[config.mk]
export PLATFORM = sky130hd
export DESIGN_NAME = rab_bank
export DESIGN_NICKNAME = d
export VERILOG_FILES = /design/src/shared/rab_pkg.sv /design/src/shared/rab_sc_if.sv /design/src/logic/rab_setclr.sv /design/src/logic/rab_bank.sv
export VERILOG_INCLUDE_DIRS = /design/src /design/src/shared
export SDC_FILE = /design/constraint.sdc
export NUM_CORES = 1
export LEC_CHECK = 0
export ABC_AREA = 0
export BUFFER_PORTS_ARGS = -buffer_cell sky130_fd_sc_hd__buf_2
export CAP_MARGIN = 20
export CORE_MARGIN = 4
export CORE_UTILIZATION = 49
export DETAILED_ROUTE_END_ITERATION = 7
export PLACE_DENSITY = 0.8
export SLEW_MARGIN = 20
export SYNTH_ARGS = -nofsm -noshare
export SYNTH_HDL_FRONTEND = slang
export SYNTH_SLANG_ARGS = --single-unit
[constraint.sdc]
create_clock -name clk -period 1.4 [get_ports clk]
set_input_delay 0.42 -clock clk [delete_from_list [all_inputs] [get_ports clk]]
set_output_delay 0.42 -clock clk [all_outputs]
set_load 0.01 [all_outputs]
[src/shared/rab_defs.svh]
// Offsets, field positions, masks and reset values of the register bank.
// Assumes inclusion by bare name from the design modules.
`ifndef RAB_DEFS_SVH
`define RAB_DEFS_SVH

`define RAB_ADDR_CTRL 3'h0
`define RAB_ADDR_STATUS 3'h1
`define RAB_ADDR_CMD 3'h2
`define RAB_ADDR_DBG 3'h3
`define RAB_ADDR_FLAGS_SET 3'h4
`define RAB_ADDR_FLAGS_CLR 3'h5

`define RAB_CTRL_MODE_LSB 0
`define RAB_CTRL_MODE_MSB 1
`define RAB_CTRL_EN_BIT 2
`define RAB_CTRL_RW_MASK 8'h3F
`define RAB_CTRL_RST 8'h00

`define RAB_STATUS_STATE_LSB 0
`define RAB_STATUS_STATE_MSB 1
`define RAB_STATUS_HW_LSB 2
`define RAB_STATUS_HW_MSB 5

`define RAB_CMD_GO_BIT 0
`define RAB_CMD_READ_VAL 8'h00

`define RAB_DBG_RW_MASK 8'h0F
`define RAB_DBG_RST 8'h00

`define RAB_FLAGS_RST 8'h00
`define RAB_UNMAPPED_READ 8'h00

`endif

[src/shared/rab_pkg.sv]
// Types shared by the register bank and its set/clear store.
// Assumes the constants header is on the include path.
package rab_pkg;

  typedef logic [7:0] rab_data_t;
  typedef logic [2:0] rab_addr_t;

  // Gray along idle, run, done; 2'b10 is the reserved encoding
  typedef enum logic [1:0] {
    RAB_IDLE = 2'h0,
    RAB_RUN = 2'h1,
    RAB_DONE = 2'h3
  } rab_state_e;

  typedef struct packed {
    rab_data_t ctrl;
    rab_data_t dbg;
    rab_state_e state;
    logic go;
    rab_data_t rd_data;
    logic rd_valid;
  } rab_bank_s;

  typedef struct packed {
    rab_data_t value;
  } rab_flags_s;

endpackage

[src/shared/rab_sc_if.sv]
// Link between the register bank and its shared set/clear bit vector.
// Assumes both ends run on the same clock.
interface rab_sc_if;
  rab_pkg::rab_data_t set_mask;
  rab_pkg::rab_data_t clr_mask;
  logic soft_rst;
  rab_pkg::rab_data_t value;

  modport bank (
    output set_mask,
    output clr_mask,
    output soft_rst,
    input value
  );

  modport store (
    input set_mask,
    input clr_mask,
    input soft_rst,
    output value
  );
endinterface

[src/logic/rab_setclr.sv]
// One bit vector seen through a set view and a clear view.
// Assumes masks hold ones only where the matching view is written this cycle.
`include "rab_defs.svh"

module rab_setclr (
  input wire logic clk,
  input wire logic rst_n,
  rab_sc_if.store sc
);

  rab_pkg::rab_flags_s s_q;
  rab_pkg::rab_flags_s s_d;

  always_comb begin
    s_d = s_q;
    // Zeros in either mask keep the bit; clear beats set on overlap
    s_d.value = (s_q.value | sc.set_mask) & ~sc.clr_mask;
    if (sc.soft_rst) begin
      s_d.value = `RAB_FLAGS_RST;
    end
  end

  always_ff @(posedge clk or negedge rst_n) begin
    if (!rst_n) begin
      s_q.value <= `RAB_FLAGS_RST;
    end else begin
      s_q <= s_d;
    end
  end

  // Single source for both views
  assign sc.value = s_q.value;

endmodule

[src/logic/rab_bank.sv]
// Register bank: read/write, read-only, write-only and set/clear registers.
// Assumes synchronous access strobes from the CPU side, one clock domain.
//
// Function
// Read/write bits store and return writes
// Read-only bits ignore writes
// Write-only bits accept writes, reads undefined
// Reserved bits always read zero
// Software writes zero to reserved bits
// Software never writes reserved field encodings
// Read-only fields never show reserved encodings
// Programmer writes nothing to reserved fuse bits
// Reset values after power and software reset; software reset leaves debug control unchanged
// Set and clear views share one vector
// One via clear view clears bit
// One via set view sets bit
// Both views read the same value
// Simultaneous set and clear: clear wins
// Zero via either view changes nothing
`include "rab_defs.svh"

module rab_bank (
  input wire logic clk,
  input wire logic rst_n,
  input wire logic periph_rst,
  input wire logic wr_a_en,
  input wire logic [2:0] wr_a_addr,
  input wire logic [7:0] wr_a_data,
  input wire logic wr_b_en,
  input wire logic [2:0] wr_b_addr,
  input wire logic [7:0] wr_b_data,
  input wire logic rd_en,
  input wire logic [2:0] rd_addr,
  input wire logic [3:0] hw_status,
  output logic [7:0] rd_data,
  output logic rd_valid,
  output logic [1:0] ctrl_mode,
  output logic ctrl_en,
  output logic [7:0] dbg_ctrl,
  output logic cmd_go,
  output logic [1:0] run_state,
  output logic [7:0] flags
);

  rab_pkg::rab_bank_s s_q;
  rab_pkg::rab_bank_s s_d;
  rab_pkg::rab_data_t status_view;
  rab_pkg::rab_data_t set_mask;
  rab_pkg::rab_data_t clr_mask;

  rab_sc_if sc ();

  // Write strobe decode, shared by both write ports
  function automatic logic hit(input logic en, input rab_pkg::rab_addr_t a,
                               input rab_pkg::rab_addr_t target);
    hit = en && (a == target);
  endfunction

  rab_setclr rab_setclr_i (
    .clk(clk),
    .rst_n(rst_n),
    .sc(sc)
  );

  always_comb begin
    set_mask = 8'h00;
    clr_mask = 8'h00;
    if (hit(wr_a_en, wr_a_addr, `RAB_ADDR_FLAGS_SET)) begin
      set_mask = set_mask | wr_a_data;
    end
    if (hit(wr_b_en, wr_b_addr, `RAB_ADDR_FLAGS_SET)) begin
      set_mask = set_mask | wr_b_data;
    end
    if (hit(wr_a_en, wr_a_addr, `RAB_ADDR_FLAGS_CLR)) begin
      clr_mask = clr_mask | wr_a_data;
    end
    if (hit(wr_b_en, wr_b_addr, `RAB_ADDR_FLAGS_CLR)) begin
      clr_mask = clr_mask | wr_b_data;
    end
  end

  assign sc.set_mask = set_mask;
  assign sc.clr_mask = clr_mask;
  assign sc.soft_rst = periph_rst;

  // Read-only view: reserved top bits zero, state never 2'b10
  always_comb begin
    status_view = 8'h00;
    status_view[`RAB_STATUS_HW_MSB:`RAB_STATUS_HW_LSB] = hw_status;
    status_view[`RAB_STATUS_STATE_MSB:`RAB_STATUS_STATE_LSB] = s_q.state;
  end

  always_comb begin
    s_d = s_q;
    s_d.go = 1'b0;

    if (hit(wr_a_en, wr_a_addr, `RAB_ADDR_CTRL)) begin
      s_d.ctrl = wr_a_data & `RAB_CTRL_RW_MASK;
    end
    if (hit(wr_a_en, wr_a_addr, `RAB_ADDR_DBG)) begin
      s_d.dbg = wr_a_data & `RAB_DBG_RW_MASK;
    end
    if (hit(wr_a_en, wr_a_addr, `RAB_ADDR_CMD)) begin
      s_d.go = wr_a_data[`RAB_CMD_GO_BIT];
    end

    // Small sequencer whose state is the read-only status field
    case (s_q.state)
      rab_pkg::RAB_IDLE: begin
        if (s_q.ctrl[`RAB_CTRL_EN_BIT]) begin
          s_d.state = rab_pkg::RAB_RUN;
        end
      end
      rab_pkg::RAB_RUN: begin
        if (!s_q.ctrl[`RAB_CTRL_EN_BIT]) begin
          s_d.state = rab_pkg::RAB_IDLE;
        end else if (s_q.go) begin
          s_d.state = rab_pkg::RAB_DONE;
        end
      end
      rab_pkg::RAB_DONE: begin
        if (!s_q.ctrl[`RAB_CTRL_EN_BIT]) begin
          s_d.state = rab_pkg::RAB_IDLE;
        end
      end
      default: begin
        s_d.state = rab_pkg::RAB_IDLE;
      end
    endcase

    s_d.rd_valid = rd_en;
    if (rd_en) begin
      case (rd_addr)
        `RAB_ADDR_CTRL: s_d.rd_data = s_q.ctrl;
        `RAB_ADDR_STATUS: s_d.rd_data = status_view;
        `RAB_ADDR_CMD: s_d.rd_data = `RAB_CMD_READ_VAL;
        `RAB_ADDR_DBG: s_d.rd_data = s_q.dbg;
        `RAB_ADDR_FLAGS_SET: s_d.rd_data = sc.value;
        `RAB_ADDR_FLAGS_CLR: s_d.rd_data = sc.value;
        default: s_d.rd_data = `RAB_UNMAPPED_READ;
      endcase
    end

    // Peripheral reset restores all but the debug control register
    if (periph_rst) begin
      s_d.ctrl = `RAB_CTRL_RST;
      // Debug control keeps its value; a write in the reset cycle is dropped
      s_d.dbg = s_q.dbg;
      s_d.state = rab_pkg::RAB_IDLE;
      s_d.go = 1'b0;
      s_d.rd_data = 8'h00;
      s_d.rd_valid = 1'b0;
    end
  end

  always_ff @(posedge clk or negedge rst_n) begin
    if (!rst_n) begin
      s_q.ctrl <= `RAB_CTRL_RST;
      s_q.dbg <= `RAB_DBG_RST;
      s_q.state <= rab_pkg::RAB_IDLE;
      s_q.go <= 1'b0;
      s_q.rd_data <= 8'h00;
      s_q.rd_valid <= 1'b0;
    end else begin
      s_q <= s_d;
    end
  end

  assign rd_data = s_q.rd_data;
  assign rd_valid = s_q.rd_valid;
  assign ctrl_mode = s_q.ctrl[`RAB_CTRL_MODE_MSB:`RAB_CTRL_MODE_LSB];
  assign ctrl_en = s_q.ctrl[`RAB_CTRL_EN_BIT];
  assign dbg_ctrl = s_q.dbg;
  assign cmd_go = s_q.go;
  assign run_state = s_q.state;
  assign flags = sc.value;

endmodule

==> results of run 1 <==
## worst max-delay path by stage
stage / startpoint / endpoint / slack [ps] / cells past startpoint
final: rab_setclr_i.sc.value[7] / flags[7] / 70 / 1
after global routing: rab_setclr_i.sc.value[7] / flags[7] / 30 / 1
after CTS: rab_setclr_i.sc.value[3] / flags[3] / 60 / 1
after detailed placement: wr_a_addr[0] / rab_setclr_i.sc.value[7] / -120 / 4
after global placement: wr_a_addr[0] / rab_setclr_i.sc.value[6] / -90 / 4
after floorplan: wr_a_addr[2] / ctrl_en / 40 / 4
## layer usage
| layer | routed length, um | vias to the layer above | global-route usage | part of all wire |
|---|---|---|---|---|
| met5 | 0 | - | 0 | 0 |
| met1 | 1700 | 658 | 0.241 | 0.44 |
| met4 | 25 | 0 | 0.0506 | 0.0064 |
| met2 | 1870 | 54 | 0.306 | 0.48 |
| met3 | 294 | 2 | 0.0466 | 0.076 |
| li1 | - | 669 | - | - |
## worst register-to-register path, stage by stage, from the launching register on
cell,delay [ps]
dfrtp_1,430
mux2_2,280
a22oi_1,140
o21ai_0,100
## where the power goes
| group | internal [mW] | switching, mW |
|---|---|---|
| combinational | 0.180 | 0.170 |
| sequential | 0.911 | 0.0450 |
| clock | 0.243 | 0.285 |
| total | 1.33 | 0.500 |
## through the flow
stage	util	power, mW	TNS [ps]
final	0.602	1.83	0
after global routing	0.602	1.94	0
after CTS	0.602	1.85	0
after detailed placement	0.584	1.32	-1460
after global placement	0.584	1.32	-1140
after floorplan	-	1.20	0
## sequential cells by signal, summed over array words and instances, names as in the netlist
name,cells
ctrl_mode,2
rab_setclr_i.sc.value,8
cmd_go,1
dbg_ctrl,4
rd_valid,1
rd_data,8
s_q,3
ctrl_en,1
run_state,2
## cells in the mapped netlist (3+ instances only)
library cell	n	area share
a221o_1	6	0.035
a21oi_1	3	0.0087
nor2b_1	5	0.018
mux2_2	4	0.026
mux2i_1	8	0.046
nor3b_1	3	0.013
buf_6	3	0.020
nor2_1	16	0.035
o21ai_0	6	0.017
dfrtp_1	30	0.43
buf_4	20	0.087
a221oi_1	8	0.041
mux2_4	4	0.035
a22oi_1	7	0.030
and3_2	6	0.026
nand2b_1	3	0.011
clkbuf_1	4	0.0087
## area by class of cell
class,count,area [um^2]
clock inverters,1,5.00
flip-flops and latches,30,751
well taps,46,57.6
repair buffers,69,378
clock buffers,7,55.1
multi-input cells,101,774
fillers,307,1340
inverters,1,3.75
## kinds of logic after synthesis
kind of cell | count (synthesis) | share of synthesized area
DFF | 30 | 0.434
and+or+nand+nor | 45 | 0.169
AOI/OAI and AO/OA | 36 | 0.164
muxes | 16 | 0.107
buffers and inverters | 31 | 0.124
other | 1 | 0.00217
==> out/qor.txt, run 1 <==
first-pass GRT wire length = 6350 um
reg-to-reg endpoint = rd_data[3]
Antenna Diode Count = 0
Pre-antenna DRT Iters = 4
CTS Sinks = 30
Final setup viols = 0
syn_area_per_cell = 10.9 um^2
starting DRC count in detailed routing = 114
Syn Std Cell Area = 1730 um^2
CP bufs+invs = 1
synth unique cells = 32
crit path max-delay cell type = dfrtp_1
Worst Tran Pin Value = 558 ps
Area Growth Syn to Fin = 17.1%
fin worst setup slack = 68.1 ps
CP cell instances = buf_2
initial core utilization = 0.514
Die W = 67.4 um
Inst Count DP = 247
Routed WL = 3890 um
Pleak = 1.03 nW
initial antenna violation count = 0
worst reg2reg path startpoint = dbg_ctrl[3]
Mapped Cells = 159
gp weighted congestion = 0.826
reg2reg path depth = 3
fin crit period = 1330 ps
Final Instance Count excl. Fillers = 255
DRT antenna net count = 0
number of global-route vias before repair = 1343
synth warn = 0
largest net degree at the start of global routing = 31
dpl cell area = 1960 um^2
share of cells above drive strength 1 = 0.455
RSZ-0062 raised after global routing = false
Yosys reg bits = 30
WHS = 85.9 ps
Final period util = 0.951
sequential-to-total area share from yosys stat = 0.434
Hold WC Path Type = input port to asynchronous set/reset pin
# nets final = 243
Fin. Hold Viols = 0
Root Driver = clkbuf_4
final instance area = 2020 um^2
CP Max Fanout = 3
Port Buf Inserts = 61
htree depth = 2
setup bufs post-CTS = 0
clock-pin slew on the worst setup and hold paths = 100 ps
die extent in y = 67.4 um
# resized after CTS = 0
Max IR drop VDD = 0.000521 V
Req. time, crit path = 980 ps
fmax = 751 MHz
type of origin of the critical path = register
max-cap violations = 0
pwr dens = 906 nW/um^2
Slew HR = 0.627
CP delay by family, top = flip-flops
WP data arrival = 910 ps
Top FF cell, synth = dfrtp_1
Fin Clk Skew = 9.35 ps
grt ovf = 0
vias per inst = 5.42
I/O pin count = 66
CTS Hold Bufs = 0
Residual DRC = 0
number of flops mapped to enable cells by yosys = 0
FP Rows = 21
ys async rst share = 1.00
outcome = finished clean
die area = 4540 um^2
TritonCTS buffer count = 5
CTS Buffer Depth = 2
commonest non-fill, non-tap cell in the layout = buf_2
Worst-Skew Late Latency = 320 ps
average wire per standard cell = 15.3 um
dpl hpwl = 3010 um
critical path capture point type = primary output
TritonCTS clock tree = yes
commonest non-fill, non-tap cells in the layout = 61 x buf_2, 30 x dfrtp_1, 16 x nor2_1
Core Footprint = 3360 um^2
via count = 1383
CP Class = register to primary output
Slew Viols, Final = 0
Largest stage delay, worst path = 430 ps
FF-to-FF setup slack = 340 ps
GRT Util Overall = 0.185
pre-CTS WS = -119 ps
No activity file was read; power rests on OpenSTA's default activity.
==> inputs of run 2 (changes only) <==
--- a/config.mk
+++ b/config.mk
@@ -9,6 +9,7 @@
 export ABC_AREA = 0
 export BUFFER_PORTS_ARGS = -buffer_cell sky130_fd_sc_hd__buf_2
 export CAP_MARGIN = 20
+export CORE_ASPECT_RATIO = 0.5
 export CORE_MARGIN = 4
 export CORE_UTILIZATION = 49
 export DETAILED_ROUTE_END_ITERATION = 7
==> run 2 against run 1 <==
Effect of this change:
- cell count up 0.78%
- critical endpoint is now ctrl_en
- core utilization increased by 4.0 points
- count of clock-buffer cells in the layout unchanged
- highest routed layer unchanged
- clock power grew 34%
- largest power group unchanged
- via count grew 4.6%
==> out/qor.txt, run 2 (synthesis results as in run 1) <==
outcome = finished clean (unchanged)
htree depth = 2 (unchanged)
CTS Buffer Depth = 2 (unchanged)
reg2reg path depth = 3 (unchanged)
average wire per standard cell = 16.9 um (was 15.3 um)
Fin Clk Skew = 3.09 ps (was 9.35 ps)
pwr dens = 984 nW/um^2 (was 906 nW/um^2)
CP bufs+invs = 1 (unchanged)
reg-to-reg endpoint = rd_data[1] (was rd_data[3])
FF-to-FF setup slack = 340 ps (about the same)
CTS Sinks = 30 (unchanged)
pre-CTS WS = -118 ps (was -119 ps)
Pleak = 1.04 nW (was 1.03 nW)
fin worst setup slack = 117 ps (was 68.1 ps)
fmax = 779 MHz (was 751 MHz)
GRT Util Overall = 0.195 (was 0.185)
commonest non-fill, non-tap cell in the layout = buf_2 (unchanged)
Antenna Diode Count = 0 (unchanged)
Req. time, crit path = 980 ps (about the same)
WP data arrival = 860 ps (was 910 ps)
fin crit period = 1280 ps (was 1330 ps)
CP Max Fanout = 5 (was 3)
clock-pin slew on the worst setup and hold paths = 60 ps (was 100 ps)
max-cap violations = 0 (unchanged)
DRT antenna net count = 0 (unchanged)
Area Growth Syn to Fin = 18.3% (was 17.1%)
Residual DRC = 0 (unchanged)
Setup TNS Final = 0 ps (unchanged)
# resized after CTS = 0 (unchanged)
Largest stage delay, worst path = 430 ps (about the same)
RSZ-0062 raised after global routing = false (unchanged)
Fin. Hold Viols = 0 (unchanged)
dpl hpwl = 3340 um (was 3010 um)
Final setup viols = 0 (unchanged)
critical path capture point type = primary output (unchanged)
dpl cell area = 1950 um^2 (was 1960 um^2)
type of origin of the critical path = register (unchanged)
initial antenna violation count = 0 (unchanged)
Routed WL = 4330 um (was 3890 um)
I/O pin count = 66 (unchanged)
share of cells above drive strength 1 = 0.455 (unchanged)
Slew HR = 0.619 (was 0.627)
Max IR drop VDD = 0.000446 V (was 0.000521 V)
Final period util = 0.916 (was 0.951)
Pre-antenna DRT Iters = 7 (was 4)
die extent in y = 50.0 um (was 67.4 um)
first-pass GRT wire length = 7000 um (was 6350 um)
FP Rows = 14 (was 21)
Die W = 92.0 um (was 67.4 um)
commonest non-fill, non-tap cells in the layout = 61 x buf_2, 30 x dfrtp_1, 16 x nor2_1 (unchanged)
worst reg2reg path startpoint = dbg_ctrl[1] (was dbg_ctrl[3])
TritonCTS clock tree = yes (unchanged)
CP Class = register to primary output (unchanged)
via count = 1446 (was 1383)
Root Driver = clkbuf_8 (was clkbuf_4)
largest net degree at the start of global routing = 31 (unchanged)
setup bufs post-CTS = 0 (unchanged)
Slew Viols, Final = 0 (unchanged)
crit path max-delay cell type = dfrtp_1 (unchanged)
number of global-route vias before repair = 1421 (was 1343)
grt ovf = 0 (unchanged)
Hold WC Path Type = input port to asynchronous set/reset pin (unchanged)
TritonCTS buffer count = 5 (unchanged)
initial core utilization = 0.542 (was 0.514)
# nets final = 243 (unchanged)
vias per inst = 5.63 (was 5.42)
Core Footprint = 3190 um^2 (was 3360 um^2)
CP delay by family, top = flip-flops (unchanged)
final instance area = 2050 um^2 (was 2020 um^2)
starting DRC count in detailed routing = 97 (was 114)
CP cell instances = buf_2 (unchanged)
die area = 4600 um^2 (was 4540 um^2)
Worst Tran Pin Value = 571 ps (was 558 ps)
Port Buf Inserts = 61 (unchanged)
gp weighted congestion = 0.794 (was 0.826)
CTS Hold Bufs = 0 (unchanged)
Worst-Skew Late Latency = 270 ps (was 320 ps)
run 2: changes by cell type in the layout (fill, tap and decap cells not counted):
cell	before	now
clkbuf_4	5	0
clkbuf_8	1	6
buf_12	1	0
buf_4	7	8
run 2: layer usage:
metal  wire length [um]  global-route usage  up-vias
met3                386              0.0547        4
met1               1870               0.255      704
li1                   -                   -      667
met4                 23              0.0419        0
met2               2060               0.325       71
met5                  0                   0        -
run 2: report_power, final:
group          internal, mW  leakage [nW]  total [mW]  switching [mW]
logic                 0.176         0.586       0.352           0.176
registers             0.913         0.408       0.955          0.0422
clock network         0.396        0.0482       0.706           0.310
total                  1.49          1.04        2.01           0.528
run 2: stage by stage:
stage	utilization	total power, mW	hold WS (ps)	cells
finish	0.642	2.01	145	257
CTS	0.642	2.02	160	257
detailed placement	0.613	1.32	451	249
global placement	0.613	1.31	446	249
floorplan	-	1.20	124	162
global route	0.642	2.11	178	257
run 2: worst max-delay path by stage:
stage,start,to,slack [ps],cells after the start
2_1_floorplan,wr_a_addr[2],ctrl_en,40,4
3_3_place_gp,wr_a_addr[0],rab_setclr_i.sc.value[6],-70,4
3_5_place_dp,wr_a_addr[0],rab_setclr_i.sc.value[6],-120,4
4_1_cts,ctrl_en,ctrl_en,110,1
5_1_grt,ctrl_en,ctrl_en,80,1
6_report,ctrl_en,ctrl_en,120,1
run 2: area by class of cell:
type,instances,area [um^2]
Multi-Input combinational cell,101,774
Clock inverter,1,5.00
Tap cell,48,60.1
Fill cell,268,1140
Timing Repair Buffer,69,365
Sequential cell,30,751
Inverter,1,3.75
Clock buffer,7,86.3
